===== config.mk =====
export PLATFORM = sky130hd
export DESIGN_NAME = ftr_top
export DESIGN_NICKNAME = d
export VERILOG_FILES = /design/src/ftr_pkg.sv /design/src/ftr_hist_if.sv /design/src/ftr_hist.sv /design/src/ftr_top.sv /design/src/ftr_timer.sv
export VERILOG_INCLUDE_DIRS = /design/src
export SDC_FILE = /design/constraint.sdc
export NUM_CORES = 1
export LEC_CHECK = 0
export ABC_AREA = 0
export BUFFER_PORTS_ARGS = -buffer_cell sky130_fd_sc_hd__clkbuf_2
export CORE_MARGIN = 2
export CORE_UTILIZATION = 45
export CTS_BUF_LIST = sky130_fd_sc_hd__clkbuf_4
export CTS_CLUSTER_SIZE = 10
export DETAILED_ROUTE_END_ITERATION = 10
export PLACE_DENSITY = 0.68
export SYNTH_ARGS = -nofsm -noshare
export SYNTH_HDL_FRONTEND = slang
export SYNTH_SLANG_ARGS = --single-unit
export TNS_END_PERCENT = 100

===== constraint.sdc =====
create_clock -name CLK_SYS -period 5.26 [get_ports CLK_SYS]
set_input_delay 0.263 -clock CLK_SYS [delete_from_list [all_inputs] [get_ports CLK_SYS]]
set_output_delay 0.263 -clock CLK_SYS [all_outputs]
set_load 0.05 [all_outputs]

===== src/ftr_cfg.svh =====
// fault trip recorder: codes, init values and timing constants
// assumes a single 20 MHz system clock
`ifndef FTR_CFG_SVH
`define FTR_CFG_SVH
`define FTR_CLK_HZ        32'h0131_2D00
`define FTR_STOP_TEST_S   32'h0000_0064
`define FTR_INIT_CLR_HIST 8'h00
`define FTR_E_NONE        8'h00
`define FTR_E_OC_CONST    8'h01
`define FTR_E_OC_DECEL    8'h02
`define FTR_E_OC_ACCEL    8'h03
`define FTR_E_OC_OTHER    8'h04
`define FTR_E_OVERLOAD    8'h05
`define FTR_E_BUS_OV      8'h07
`define FTR_E_NVMEM       8'h08
`define FTR_E_BUS_UV      8'h09
`define FTR_E_CPU         8'h11
`define FTR_E_EXT         8'h12
`define FTR_E_START_GRD   8'h13
`define FTR_E_GND         8'h14
`define FTR_E_IN_OV       8'h15
`define FTR_E_THERM       8'h21
`define FTR_E_DRIVER      8'h30
`define FTR_E_SAFE_STOP   8'h37
`define FTR_E_COMM_WDT    8'h60
`define FTR_PH_CONST      2'h0
`define FTR_PH_DECEL      2'h1
`define FTR_PH_ACCEL      2'h2
`endif


===== src/ftr_pkg.sv =====
// fault trip recorder: shared types
// assumes nothing beyond the tool's package support
package ftr_pkg;
  typedef enum logic [2:0] {
    ST_PWRUP, ST_STOP, ST_RUN, ST_TRIP, ST_BROWN
  } ftr_state_e;
  typedef logic [7:0]  ftr_code_t;
  typedef logic [15:0] ftr_data_t;
  typedef struct packed {
    ftr_state_e st;
    ftr_code_t  code;
    logic       push;
    ftr_data_t  snap;
    logic       nv_mark;
  } ftr_main_s;
  typedef struct packed {
    ftr_code_t [2:0] code;
    ftr_data_t [2:0] data;
  } ftr_hist_s;
  typedef struct packed {
    logic [31:0] cnt;
    logic        done;
  } ftr_tmr_s;
endpackage


===== src/ftr_hist_if.sv =====
// fault trip recorder: link between control and history store
// assumes both ends run on the same clock
`timescale 1ns/1ps
`default_nettype none
interface ftr_hist_if;
  logic                        push;
  logic                        clr;
  ftr_pkg::ftr_code_t          code;
  ftr_pkg::ftr_data_t          data;
  ftr_pkg::ftr_code_t [2:0]    rec_code;
  ftr_pkg::ftr_data_t [2:0]    rec_data;
  modport ctrl  (output push, clr, code, data, input rec_code, rec_data);
  modport store (input push, clr, code, data, output rec_code, rec_data);
endinterface
`default_nettype wire


===== src/ftr_hist.sv =====
// fault trip recorder: three-deep shifting fault history
// assumes push and clr are one-cycle pulses from the control
`timescale 1ns/1ps
`default_nettype none
module ftr_hist (
  input wire logic    clk,
  input wire logic    rst_b,
  ftr_hist_if.store   hif
);
  ftr_pkg::ftr_hist_s s_r;
  ftr_pkg::ftr_hist_s s_nxt;

  always_comb begin
    s_nxt = s_r;
    if (hif.clr) begin
      s_nxt = '0;
    end
    // push after clear so a fault in the clearing cycle survives
    if (hif.push) begin
      s_nxt.code[2] = hif.clr ? '0 : s_r.code[1];
      s_nxt.code[1] = hif.clr ? '0 : s_r.code[0];
      s_nxt.data[2] = hif.clr ? '0 : s_r.data[1];
      s_nxt.data[1] = hif.clr ? '0 : s_r.data[0];
      s_nxt.code[0] = hif.code;
      s_nxt.data[0] = hif.data;
    end
  end

  always_ff @(posedge clk or negedge rst_b) begin
    if (!rst_b) begin
      s_r <= '0;
    end else begin
      s_r <= s_nxt;
    end
  end

  assign hif.rec_code = s_r.code;
  assign hif.rec_data = s_r.data;
endmodule
`default_nettype wire


===== src/ftr_top.sv =====
// fault trip recorder: fault supervision, trip control, history
// assumes all inputs synchronous to CLK_SYS; pulses last one cycle
// Summary of operation
// - any fault records history, turns power output off, enters trip.
// - faults are watched while stopped as well as while running.
// - stop/reset key leaves the tripped state.
// - writing 00 to init select clears only the fault history.
// - over-current coded by phase: constant, decel, accel, other.
// - thermal overload trips with code 05.
// - DC bus over-voltage trips with code 07.
// - parameter memory fault trips with code 08.
// - DC bus under-voltage trips with code 09.
// - processor malfunction trips with code 11.
// - input set as external trip trips with code 12.
// - start guard with run at power-up trips 13, no run meanwhile.
// - power-up ground fault check trips with code 14.
// - after 100 s stopped, input over-voltage gives code 15.
// - power module over-temperature trips with code 21.
// - driver protection circuit error trips with code 30.
// - safety stop signal trips with code 37.
// - network watchdog expiry trips with code 60.
// - brownout shuts output, retries; failed restart logs under-voltage.
// - power lost with reset terminal on gives memory error next power-up.
// - operating data snapshot is stored with each fault entry.
// - three entries; each new fault shifts newest to middle to oldest.
`timescale 1ns/1ps
`default_nettype none
`include "ftr_cfg.svh"
module ftr_top #(
  parameter longint unsigned STOP_CYC =
    64'(`FTR_STOP_TEST_S) * 64'(`FTR_CLK_HZ)
) (
  input  wire logic        CLK_SYS,
  input  wire logic        RST_B,
  input  wire logic        RUN_CMD,
  input  wire logic        STOP_RESET_KEY,
  input  wire logic        OC_DET,
  input  wire logic [1:0]  OP_PHASE,
  input  wire logic        OVERLOAD_DET,
  input  wire logic        BUS_OV_DET,
  input  wire logic        BUS_UV_DET,
  input  wire logic        NVMEM_ERR,
  input  wire logic        CPU_ERR,
  input  wire logic        EXTERNAL_TRIP_INPUT,
  input  wire logic        EXT_TRIP_CFG,
  input  wire logic        UNATTENDED_START_GUARD,
  input  wire logic        GND_FAULT_DET,
  input  wire logic        IN_OV_DET,
  input  wire logic        THERM_DET,
  input  wire logic        DRIVER_ERR,
  input  wire logic        SAFETY_STOP,
  input  wire logic        COMM_WDT_EXP,
  input  wire logic        BROWNOUT,
  input  wire logic        RESTART_FAIL,
  input  wire logic        RESET_INPUT_TERMINAL,
  input  wire logic        NV_RST_MARK_IN,
  input  wire logic        INIT_SELECT_WR,
  input  wire logic [7:0]  INIT_SELECT_PARAM,
  input  wire logic [15:0] OP_DATA,
  output logic             PWR_OUT_EN,
  output logic             TRIPPED,
  output logic [7:0]       ERR_CODE,
  output logic             NV_RST_MARK_OUT,
  output logic [7:0]       LATEST_FAULT_RECORD,
  output logic [7:0]       PRIOR_FAULT_RECORD,
  output logic [7:0]       OLDEST_FAULT_RECORD,
  output logic [15:0]      LATEST_FAULT_DATA,
  output logic [15:0]      PRIOR_FAULT_DATA,
  output logic [15:0]      OLDEST_FAULT_DATA
);
  ftr_pkg::ftr_main_s s_r;
  ftr_pkg::ftr_main_s s_nxt;
  ftr_pkg::ftr_code_t gen_f;
  logic               tmr_done;
  logic               stopped;

  ftr_hist_if hif ();

  ftr_hist ftr_hist_inst (
    .clk   (CLK_SYS),
    .rst_b (RST_B),
    .hif   (hif)
  );

  assign stopped = (s_r.st == ftr_pkg::ST_STOP);

  ftr_timer #(
    .CYC (STOP_CYC)
  ) ftr_timer_inst (
    .clk   (CLK_SYS),
    .rst_b (RST_B),
    .run   (stopped),
    .done  (tmr_done)
  );

  // general fault priority encoder, zero means no fault
  always_comb begin
    gen_f = `FTR_E_NONE;
    if (CPU_ERR) begin
      gen_f = `FTR_E_CPU;
    end else if (NVMEM_ERR) begin
      gen_f = `FTR_E_NVMEM;
    end else if (DRIVER_ERR) begin
      gen_f = `FTR_E_DRIVER;
    end else if (SAFETY_STOP) begin
      gen_f = `FTR_E_SAFE_STOP;
    end else if (THERM_DET) begin
      gen_f = `FTR_E_THERM;
    end else if (BUS_OV_DET) begin
      gen_f = `FTR_E_BUS_OV;
    end else if (BUS_UV_DET) begin
      gen_f = `FTR_E_BUS_UV;
    end else if (OC_DET) begin
      case (OP_PHASE)
        `FTR_PH_CONST: gen_f = `FTR_E_OC_CONST;
        `FTR_PH_DECEL: gen_f = `FTR_E_OC_DECEL;
        `FTR_PH_ACCEL: gen_f = `FTR_E_OC_ACCEL;
        default:       gen_f = `FTR_E_OC_OTHER;
      endcase
    end else if (OVERLOAD_DET) begin
      gen_f = `FTR_E_OVERLOAD;
    end else if (EXTERNAL_TRIP_INPUT && EXT_TRIP_CFG) begin
      gen_f = `FTR_E_EXT;
    end else if (COMM_WDT_EXP) begin
      gen_f = `FTR_E_COMM_WDT;
    end
  end

  always_comb begin
    ftr_pkg::ftr_code_t f;
    f = `FTR_E_NONE;
    s_nxt = s_r;
    s_nxt.push = 1'b0;
    s_nxt.nv_mark = RESET_INPUT_TERMINAL;
    case (s_r.st)
      ftr_pkg::ST_PWRUP: begin
        if (NV_RST_MARK_IN) begin
          f = `FTR_E_NVMEM;
        end else if (GND_FAULT_DET) begin
          f = `FTR_E_GND;
        end else if (UNATTENDED_START_GUARD && RUN_CMD) begin
          f = `FTR_E_START_GRD;
        end else begin
          f = gen_f;
        end
        if (f == `FTR_E_NONE) begin
          s_nxt.st = ftr_pkg::ST_STOP;
        end
      end
      ftr_pkg::ST_STOP: begin
        f = gen_f;
        if (f == `FTR_E_NONE && tmr_done && IN_OV_DET) begin
          f = `FTR_E_IN_OV;
        end
        if (f == `FTR_E_NONE) begin
          if (BROWNOUT) begin
            s_nxt.st = ftr_pkg::ST_BROWN;
          end else if (RUN_CMD) begin
            s_nxt.st = ftr_pkg::ST_RUN;
          end
        end
      end
      ftr_pkg::ST_RUN: begin
        f = gen_f;
        if (f == `FTR_E_NONE) begin
          if (BROWNOUT) begin
            s_nxt.st = ftr_pkg::ST_BROWN;
          end else if (!RUN_CMD) begin
            s_nxt.st = ftr_pkg::ST_STOP;
          end
        end
      end
      ftr_pkg::ST_BROWN: begin
        f = gen_f;
        if (f == `FTR_E_NONE) begin
          if (RESTART_FAIL) begin
            f = `FTR_E_BUS_UV;
          end else if (!BROWNOUT) begin
            s_nxt.st = ftr_pkg::ST_STOP;
          end
        end
      end
      ftr_pkg::ST_TRIP: begin
        // a general fault (gen_f nonzero) present with the key keeps the trip
        if (STOP_RESET_KEY && gen_f == `FTR_E_NONE) begin
          s_nxt.st = ftr_pkg::ST_STOP;
        end
      end
      default: begin
        s_nxt.st = ftr_pkg::ST_PWRUP;
      end
    endcase
    if (f != `FTR_E_NONE) begin
      s_nxt.st = ftr_pkg::ST_TRIP;
      s_nxt.code = f;
      s_nxt.push = 1'b1;
      s_nxt.snap = OP_DATA;
    end
  end

  always_ff @(posedge CLK_SYS or negedge RST_B) begin
    if (!RST_B) begin
      s_r <= '{st: ftr_pkg::ST_PWRUP, default: '0};
    end else begin
      s_r <= s_nxt;
    end
  end

  assign hif.push = s_r.push;
  assign hif.code = s_r.code;
  assign hif.data = s_r.snap;
  assign hif.clr  = INIT_SELECT_WR
    && INIT_SELECT_PARAM == `FTR_INIT_CLR_HIST;

  assign PWR_OUT_EN = (s_r.st == ftr_pkg::ST_RUN);
  assign TRIPPED    = (s_r.st == ftr_pkg::ST_TRIP);
  assign ERR_CODE   = s_r.code;
  assign NV_RST_MARK_OUT     = s_r.nv_mark;
  assign LATEST_FAULT_RECORD = hif.rec_code[0];
  assign PRIOR_FAULT_RECORD  = hif.rec_code[1];
  assign OLDEST_FAULT_RECORD = hif.rec_code[2];
  assign LATEST_FAULT_DATA   = hif.rec_data[0];
  assign PRIOR_FAULT_DATA    = hif.rec_data[1];
  assign OLDEST_FAULT_DATA   = hif.rec_data[2];
endmodule
`default_nettype wire


===== src/ftr_timer.sv =====
// fault trip recorder: stopped-time counter
// assumes run stays high while the drive is stopped
`timescale 1ns/1ps
`default_nettype none
module ftr_timer #(
  parameter longint unsigned CYC = 64'h0000_0000_7735_9400
) (
  input  wire logic clk,
  input  wire logic rst_b,
  input  wire logic run,
  output logic      done
);
  ftr_pkg::ftr_tmr_s s_r;
  ftr_pkg::ftr_tmr_s s_nxt;

  always_comb begin
    s_nxt = s_r;
    if (!run) begin
      s_nxt = '0;
    end else if (!s_r.done) begin
      if (s_r.cnt == 32'(CYC - 64'h0000_0000_0000_0001)) begin
        s_nxt.done = 1'b1;
      end else begin
        s_nxt.cnt = s_r.cnt + 32'h0000_0001;
      end
    end
  end

  always_ff @(posedge clk or negedge rst_b) begin
    if (!rst_b) begin
      s_r <= '0;
    end else begin
      s_r <= s_nxt;
    end
  end

  assign done = s_r.done;
endmodule
`default_nettype wire


# Word-level counts from Yosys, hierarchy flattened
# Index checks and enable logic that the tools add are counted.
# Widths: inputs -> output; s select.
op_classes:
  add_sub_neg: 1
  mul: 0
  div_mod_pow: 0
  order_cmp: 0
  eq_ne: 18
  shift: 0
  n_mux: 44
  n_bitwise: 0
  reduce_logical: 16
ops:
  columns: ["cell", "n"]
  rows:
  - ["$mux 72", 2]
  - ["$mux 8", 18]
  - ["$mux 33", 2]
  - ["$mux 3", 11]
  - ["$add 32x1->32 const B", 1]
  - ["$eq 32x31->1 const B", 1]
  - ["$logic_not 8->1", 4]
  - ["$mux 16", 2]
  - ["$mux 32", 1]
  - ["$pmux 8 s4", 1]
  - ["$mux 28", 1]
  - ["$mux 7", 3]
  - ["$ne 3x3->1 const B", 5]
  - ["$pmux 3 s5", 1]
  - ["$pmux 3 s3", 1]
  - ["$reduce_and 9->1", 1]
  - ["$reduce_bool 8->1", 1]
  - ["$eq 3x2->1 const B", 2]
  - ["$logic_and 1x1->1", 6]
  - ["$ne 3x1->1 const B", 2]
  - ["$ne 2x2->1 const B", 2]
  - ["$ne 4x3->1 const B", 1]
  - ["$ne 4x4->1 const B", 1]
  - ["$eq 3x1->1 const B", 1]
  - ["8 further kinds", 8]
word_totals:
  reg_bits: 134
  latchBits: 0
  ram_bits: 0
  mem_bits_ro: 0
  in_bits: 50
  out_inout_bits: 83
  elab_cells: 92
  mem_count: 0

# Longest topological paths before layout
# Gate-level depths: netlist (run 1).
logic_depth:
  ltp_word: 20
  depth_mapped: 11
  ltp_nobuf: 10

# Modules after synthesis
# A second synthesis (run 1) with hierarchy kept.
hier_totals:
  hier_cells: 583
  hier_area_um2: 6562.5
modules_own_cells:
  columns: ["mod", "n_inst", "cells_per_inst", "area_each_um2", "seq_area_each_um2"]
  rows:
  - ["ftr_hist", 1, 208, 2936.6, 1801.7]
  - ["ftr_top", 1, 196, 1860.5, 700.7]
  - ["ftr_timer", 1, 179, 1765.4, 825.8]

# Worst setup path before layout (run 1)
# Ideal clock, no wire load.
synth_timing:
  path_kind: "input -> register"
  startpoint: "in OP_PHASE[0]"
  endpoint: "reg s_r (netlist bit hif.data[0])"
  setup_ns: 0.125
  arrival_time_ns: 2.482
  required_ns: 5.135
  setup_slack_ns: 2.653
  stages: 10
  path_buffers: 1
  cell_sequence: "inv_1 ha_1 a21oi_1 a211oi_1 o21ai_0 a311o_1 nor4_4 inv_4 buf_6 mux2_4"
synth_between:
  elab_chain_cells: 17
  elab_cells_between_ends: 25
  classes_between: "2 x eq/ne; 18 x mux; 5 x reduce/logical"
synth_lines:
  columns: ["element", "line_no", "source"]
  rows:
  - ["from (decl)", "ftr_top.sv:38", "input wire logic [1:0] OP_PHASE,"]
  - ["$eq 2x2->1, or another cell as far along", "ftr_top.sv:114", "case (OP_PHASE)"]
  - ["$pmux 3 s3 *", "ftr_top.sv:114", null]
  - ["$mux 8 *", "ftr_top.sv:113", "end else if (OC_DET) begin"]
  - ["$mux 8 *", "ftr_top.sv:111", "end else if (BUS_UV_DET) begin"]
  - ["$mux 8 *", "ftr_top.sv:109", "end else if (BUS_OV_DET) begin"]
  - ["$mux 8 *", "ftr_top.sv:107", "end else if (THERM_DET) begin"]
  - ["$mux 8 *", "ftr_top.sv:105", "end else if (SAFETY_STOP) begin"]
  - ["$mux 8 *", "ftr_top.sv:103", "end else if (DRIVER_ERR) begin"]
  - ["$mux 8 *", "ftr_top.sv:101", "end else if (NVMEM_ERR) begin"]
  - ["$mux 8 *", "ftr_top.sv:99", "if (CPU_ERR) begin"]
  - ["$logic_not 8->1 (no source line)", null, null]
  - ["$logic_and 1x1->1 (2 in series)", "ftr_top.sv:152", "if (f == `FTR_E_NONE && tmr_done && IN_OV_DET) begin"]
  - ["$mux 8", "ftr_top.sv:152", null]
  - ["$mux 8", "ftr_top.sv:135", "case (s_r.st)"]
  - ["$pmux 8 s4 *", "ftr_top.sv:135", null]
  - ["$reduce_bool 8->1 (no source line) *", null, null]
  - ["to (signal assigned)", "ftr_top.sv:205", "s_r <= s_nxt;"]
  - ["to (decl)", "ftr_top.sv:71", "ftr_pkg::ftr_main_s s_r;"]
# Every way passes the cells marked *; elsewhere a longest branch is shown, timed or not. The select of a mux whose other input is x is not followed.
# A chain may end at the register's enable or synchronous reset.

# Final worst setup path (run 1)
layout_timing:
  startpoint: "reg s_r[27] (netlist bit)"
  endpoint: "reg s_r (netlist bit hif.data[2])"
layout_between:
  elab_chain_cells: 3
  elab_cells_between_ends: 6
  classes_between: "3 x eq/ne; 1 x mux; 2 x reduce/logical"
layout_lines:
  columns: ["element", "line_no"]
  rows:
  - ["$eq 3x3->1, or another cell as far along", "ftr_top.sv:135"]
  - ["$pmux 8 s4 *", "ftr_top.sv:135"]
  - ["$reduce_bool 8->1 (no source line) *", null]
# Every way passes the cells marked *; elsewhere a longest branch is shown, timed or not.

==> results of run 1 <==
==> per-stage QoR <==
stage | total power [W] | cells | hold WS (ns) | setup WS, ns | cell area [sq um]
3_5_place_dp | 0.00362 | 888 | 0.378 | 2.22 | 6970
2_1_floorplan | 0.00316 | 616 | -0.0326 | 2.65 | 6270
3_3_place_gp | 0.00357 | 888 | 0.373 | 2.30 | 6970
4_1_cts | 0.00428 | 939 | 0.0479 | 2.20 | 7430
5_1_grt | 0.00450 | 939 | 0.0614 | 1.89 | 7430
6_report | 0.00424 | 939 | 0.114 | 2.18 | 7430
==> cell type report <==
class,count,area share
sequential,130,0.438
multi-input combinational,438,0.375
timing repair buffer,150,0.115
tap,180,0.0303
clock inverter,14,0.0185
clock buffer,18,0.0182
inverter,9,0.00488
==> where the power goes <==
part | leakage (nW) | switching, W | internal, W
registers | 1.66 | 0.000358 | 0.00134
logic | 1.66 | 0.00135 | 0.000553
clock network | 0.137 | 0.000362 | 0.000284
==> kinds of logic (layout without fill, tap and decap cells) <==
family,after synthesis,in the layout,share of synthesized area
multiplexers,65,65,0.112
flip-flops,130,130,0.520
AO/OA/AOI/OAI,87,87,0.0922
other,1,4,0.000599
AND/OR/NAND/NOR,249,249,0.190
buffers and inverters,48,191,0.0374
adder cells (fa/ha/maj),4,4,0.00800
XOR/XNOR,29,29,0.0406
==> state kept, by name (all words and copies together), names as in the netlist <==
register,cells
ERR_CODE,7
NV_RST_MARK_OUT,1
ftr_hist_inst.hif.rec_code,21
ftr_hist_inst.hif.rec_data,48
ftr_timer_inst.done,1
ftr_timer_inst.s_r,32
hif.data,16
hif.push,1
s_r,3
==> cells in the mapped netlist (6+ instances only) <==
master,count
mux2_2,10
clkbuf_1,18
a21o_1,6
xnor2_1,10
nor3_1,14
mux2_4,7
mux2i_1,48
xor2_1,19
inv_1,8
dfrtp_1,130
buf_1,7
and3_1,10
o21ai_0,35
nand4_1,11
buf_4,11
a21oi_1,13
nand2_1,68
nor2_1,94
nand3_1,12
==> timing repair <==
item	4_1_cts	5_1_grt
hold buffers	19	0
endpoints found under the hold margin	79	0
setup buffers	0	0
endpoints found under the setup margin	0	0
==> tightest hold or removal path, stage by stage <==
cell and delay, ns:
clkbuf_2 0.13, a31oi_1 0.14, o2bb2ai_1 0.06
==> layer usage <==
metal | part of all wire | up-vias
li1 | - | 2399
met1 | 0.47 | 2378
met2 | 0.46 | 162
met3 | 0.056 | 17
met4 | 0.013 | 0
met5 | 0 | -
==> worst paths after layout <==
path,from,endpoint,slack [ns]
setup / recovery,s_r[27],hif.data[2],2.18
hold / removal,UNATTENDED_START_GUARD,ERR_CODE[1],0.11
setup reg to reg,s_r[27],hif.data[2],2.18
hold reg to reg,hif.data[13],ftr_hist_inst.hif.rec_data[13],0.50
max in group asynchronous,RST_B,hif.push,3.49
min in group asynchronous,RST_B,ftr_hist_inst.hif.rec_data[23],0.35
==> results.py, run 1 <==
metrics = {
    "run_status": {
        "status": "finished, final reports clean",
    },
    "job": {
        "drv_cap": 0,
    },
    "routing": {
        "ant_nets": 0,
        "dr.pass1.iters": 7,
        "drt_wl_total_mm": 14.1,
        "wire_per_inst_um": 15.0,
        "drt_iter0_drc": 355,
        "num_vias": 4956,
        "via_per_inst": 5.28,
        "drc": 0,
    },
    "finish": {
        "final_nets": 800,
        "antenna_cells": 0,
        "register_area_sq_um": 3260,
        "finish.utilization": 0.542,
        "drive_gt1_frac": 0.244,
        "nFillCells": 1268,
        "area_growth_pct": 18.7,
        "final_common_cell": "dfrtp_1",
        "mostFrequentLayoutCells": "dfrtp_1, clkbuf_2, nor2_1",
        "multi_input_area_sq_um": 2780,
    },
    "synth": {
        "syn-cell-area_sq_um": 6260,
        "ys_seq_elements": 130,
        "ys_types": 59,
        "synth_top_area_cell": "dfrtp_1",
        "ys_warn_count": 0,
        "async_flop_share": 1.00,
        "synth_enable_flop_cells": 0,
        "ys_top_cells_by_area": "dfrtp_1, mux2i_1, nor2_1, nand2_1, o21ai_0",
        "avgSynthCellArea_sq_um": 10.2,
        "yosysSeqAreaShare": 0.520,
        "synth_top_area_frac": 0.520,
        "ys.flop_type": "dfrtp_1",
        "synth_cells": 613,
    },
    "floorplan": {
        "initial_core_util": 0.456,
        "die_w_um": 122,
        "design.die.area_sq_um": 14900,
        "row_count": 43,
        "fp.dieH_um": 122,
        "ios": 133,
        "fp.coreArea_sq_um": 13700,
    },
    "pwr": {
        "vdd_drop_max_uv": 217,
        "leakagePower_nw": 3.46,
        "cellPowerDensity_nw_per_um2": 571,
    },
    "critical_path": {
        "crit_path_max_fanout": 37,
        "crit_required_ns": 5.67,
        "arrival_ns": 3.49,
        "cp-end-kind": "flip-flop",
        "slowest_stage": "dfrtp_1",
        "slowest_delay_ns": 0.65,
        "crit_family": "simple AND/OR/NAND/NOR gates",
        "critPathLaunchType": "flip-flop",
        "path_depth": 9,
        "reg2reg_depth": 9,
        "path_class": "flip-flop to flip-flop",
        "path_buf_inv": 2,
        "path_cells": "nor2_1, nand2_1, buf_4, nor2_1, o211ai_1, o211ai_1, nor4_4, inv_4, mux2_4",
    },
    "grt": {
        "grt_max_degree": 93,
        "grt_usage": 0.198,
        "grt_pass1_vias": 4761,
        "antenna_found_initial": 0,
        "grt_use_met2": 0.309,
        "met1_usage": 0.275,
        "grt-ovfl-total": 0,
        "use_met3": 0.0510,
        "grt_pass1_wl_mm": 23.3,
        "busiest_layer": "met2",
    },
    "timing": {
        "skew_ns": 0.0193,
        "tns_ns": 0,
        "setup_viol": 0,
        "fmax_mhz": 325,
        "rsz0062_at_grt": "no",
        "max_slew_margin": 0.256,
        "hold_viol_final": 0,
        "finalWorstPathRequiredPeriod_ns": 3.08,
        "fin_crit_sh": 0.586,
        "slew_viol_final": 0,
        "worstMarginPinSlew_ns": 1.12,
    },
    "placed_design": {
        "gp_congestion": 0.839,
        "io_buffers": 128,
        "dp_hpwl_mm": 9.83,
    },
    "clock_tree": {
        "numCtsBuffers": 17,
        "htreeDepth": 4,
        "cts.root.buffer_cell": "clkbuf_4",
        "clock-sinks": 130,
        "clk_latency_ns": 0.52,
        "postCtsResizedCells": 0,
        "cts_buffer_depth": 2,
        "clk_pin_slew_ns": 0.11,
        "cts_tree": "yes",
    },
    "hold_path": {
        "whs_path_depth": 3,
        "holdCritPathClass": "input port to flip-flop",
    },
}
Power figures use the tool's default switching activity.
==> run 2, diff against run 1 <==
Settings changed: PLACE_DENSITY 0.68 to 0.7.
Clock period 5.26 ns to 2.56 ns, I/O delays scaled along.
==> run 2 against run 1 <==
  * Via count grew 2.9%
  * Routed wire length shrank 0.79%
  * Worst hold slack lost 0.020 ns
  * Core utilization grew 2.4 points
  * Critical path depth shrank 1
  * Largest cell class unchanged
  * Die area is the same
  * Combinational power grew 110%
  * Sequential share of layout area shrank 1.9 points
  * Register-to-register slack lost 2.1 ns
  * Final area grew 4.5%
  * Clock power grew 100%
==> results.py, run 2 (same netlist as run 1, synthesis figures left out) <==
metrics = {
    "timing": {
        "hold_ws_ns": 0.0940,
        "worstMarginPinSlew_ns": 1.05,
        "fin_crit_sh": 0.961,
        "hold_viol_final": 0,
        "setup_viol": 0,
        "skew_ns": 0.0253,
        "slew_viol_final": 0,
        "finalWorstPathRequiredPeriod_ns": 2.46,
        "max_slew_margin": 0.297,
        "fmax_mhz": 407,
    },
    "critical_path": {
        "arrival_ns": 2.85,
        "crit_required_ns": 2.95,
        "crit_family": "simple AND/OR/NAND/NOR gates",
        "slowest_stage": "or4b_2",
        "slowest_delay_ns": 0.71,
        "critPathLaunchType": "flip-flop",
        "cp-end-kind": "flip-flop",
        "path_class": "flip-flop to flip-flop",
        "path_buf_inv": 1,
        "crit_path_max_fanout": 5,
        "path_cells": "or4b_2, nor4_4, buf_4, a31oi_2, and4_1, and3_1, xnor2_1, nor2_1",
    },
    "grt": {
        "antenna_found_initial": 0,
        "grt_pass1_wl_mm": 23.2,
        "grt_max_degree": 86,
        "grt_pass1_vias": 4780,
        "grt_usage": 0.196,
        "grt-ovfl-total": 0,
    },
    "finish": {
        "drive_gt1_frac": 0.280,
        "finish.utilization": 0.566,
        "antenna_cells": 0,
        "area_growth_pct": 24.1,
        "largest_reg_flops": 48,
        "final_nets": 836,
        "mostFrequentLayoutCells": "dfrtp_1, clkbuf_2, nor2_1",
    },
    "clock_tree": {
        "clk_latency_ns": 0.51,
        "cts_tree": "yes",
        "cts.root.buffer_cell": "clkbuf_4",
        "htreeDepth": 4,
        "clk_pin_slew_ns": 0.12,
        "cts_buffer_depth": 2,
        "numCtsBuffers": 17,
        "clock-sinks": 130,
    },
    "floorplan": {
        "design.die.area_sq_um": 14900,
        "row_count": 43,
        "initial_core_util": 0.456,
        "die_w_um": 122,
        "fp.coreArea_sq_um": 13700,
        "ios": 133,
        "fp.dieH_um": 122,
    },
    "routing": {
        "drt_wl_total_mm": 13.9,
        "drc": 0,
        "ant_nets": 0,
        "dr.pass1.iters": 5,
        "via_per_inst": 5.23,
        "drt_iter0_drc": 339,
        "wire_per_inst_um": 14.3,
        "num_vias": 5098,
    },
    "pwr": {
        "pwr-share-clk": 0.148,
        "cellPowerDensity_nw_per_um2": 1130,
        "vdd_drop_max_uv": 468,
        "power_switching_share": 0.484,
        "p_sw_w": 0.00424,
        "power_frac_comb": 0.458,
        "p_int_w": 0.00453,
        "leakagePower_nw": 3.63,
        "seq_power_share": 0.394,
    },
    "placed_design": {
        "dp_hpwl_mm": 10.2,
        "gp_congestion": 0.854,
        "io_buffers": 128,
    },
    "hold_path": {
        "holdCritPathClass": "input port to flip-flop",
    },
    "run_status": {
        "status": "finished, final reports clean",
    },
    "job": {
        "drv_cap": 0,
    },
}
==> run 2: power by group through the flow <==
stage / logic, W / registers (W) / clock network, W
floorplan: 0.00162 / 0.00487 / 0
detailed placement: 0.00400 / 0.00350 / 0
finish: 0.00402 / 0.00345 / 0.00130
CTS: 0.00403 / 0.00346 / 0.00135
global placement: 0.00393 / 0.00346 / 0
global route: 0.00430 / 0.00357 / 0.00145
==> run 2: final cells by class <==
class,instances,area (sq um)
Clock buffer,17,128
Multi-Input combinational cell,438,2820
Fill cell,1231,5950
Inverter,9,47.5
Timing Repair Buffer,186,1150
Clock inverter,14,139
Tap cell,180,225
Sequential cell,130,3260
==> run 2: worst reg2reg max path: cells and delay by family, from the launching register on <==
kind / cells / cell delay (ns)
AO/OA/AOI/OAI: 1 / 0.13
AND/OR/NAND/NOR: 5 / 1.51
XOR/XNOR: 1 / 0.13
flip-flops: 1 / 0.40
buffers and inverters: 1 / 0.17
==> run 2: layer usage <==
layer,global-route usage,vias to the layer above,part of all wire
li1,-,2469,-
met5,0,-,0
met2,0.291,149,0.46
met3,0.0538,14,0.064
met1,0.287,2466,0.47
met4,0.0460,0,0.0097
==> run 2: final timing paths <==
kind / startpoint / end / slack (ns) / depth (start not counted)
min in group asynchronous: RST_B / ftr_hist_inst.hif.rec_data[41] / 0.17 / 3
max in group asynchronous: RST_B / ftr_hist_inst.hif.rec_data[26] / 1.48 / 3
hold / removal: GND_FAULT_DET / ERR_CODE[2] / 0.09 / 4
hold reg to reg: hif.data[8] / ftr_hist_inst.hif.rec_data[8] / 0.50 / 2
setup reg to reg: ftr_timer_inst.s_r[24] / ftr_timer_inst.s_r[8] / 0.10 / 8
setup / recovery: ftr_timer_inst.s_r[24] / ftr_timer_inst.s_r[8] / 0.10 / 8
==> run 2: stage by stage <==
step	cell area, sq um	cells	power, W	setup slack [ns]	setup TNS, ns
global route	7760	974	0.00932	-0.00231	-0.00231
global placement	7200	918	0.00739	0.0641	0
floorplan	6270	616	0.00649	0.0502	0
detailed placement	7200	918	0.00750	-0.0336	-0.228
finish	7760	974	0.00877	0.101	0
CTS	7710	973	0.00883	0.0570	0
==> run 2: repair_timing <==
item,4_1_cts,5_1_grt
hold endpoints to repair,150,0
resized for setup,0,11
hold buffers,24,0
endpoints found under the setup margin,0,23
buffers inserted,0,1
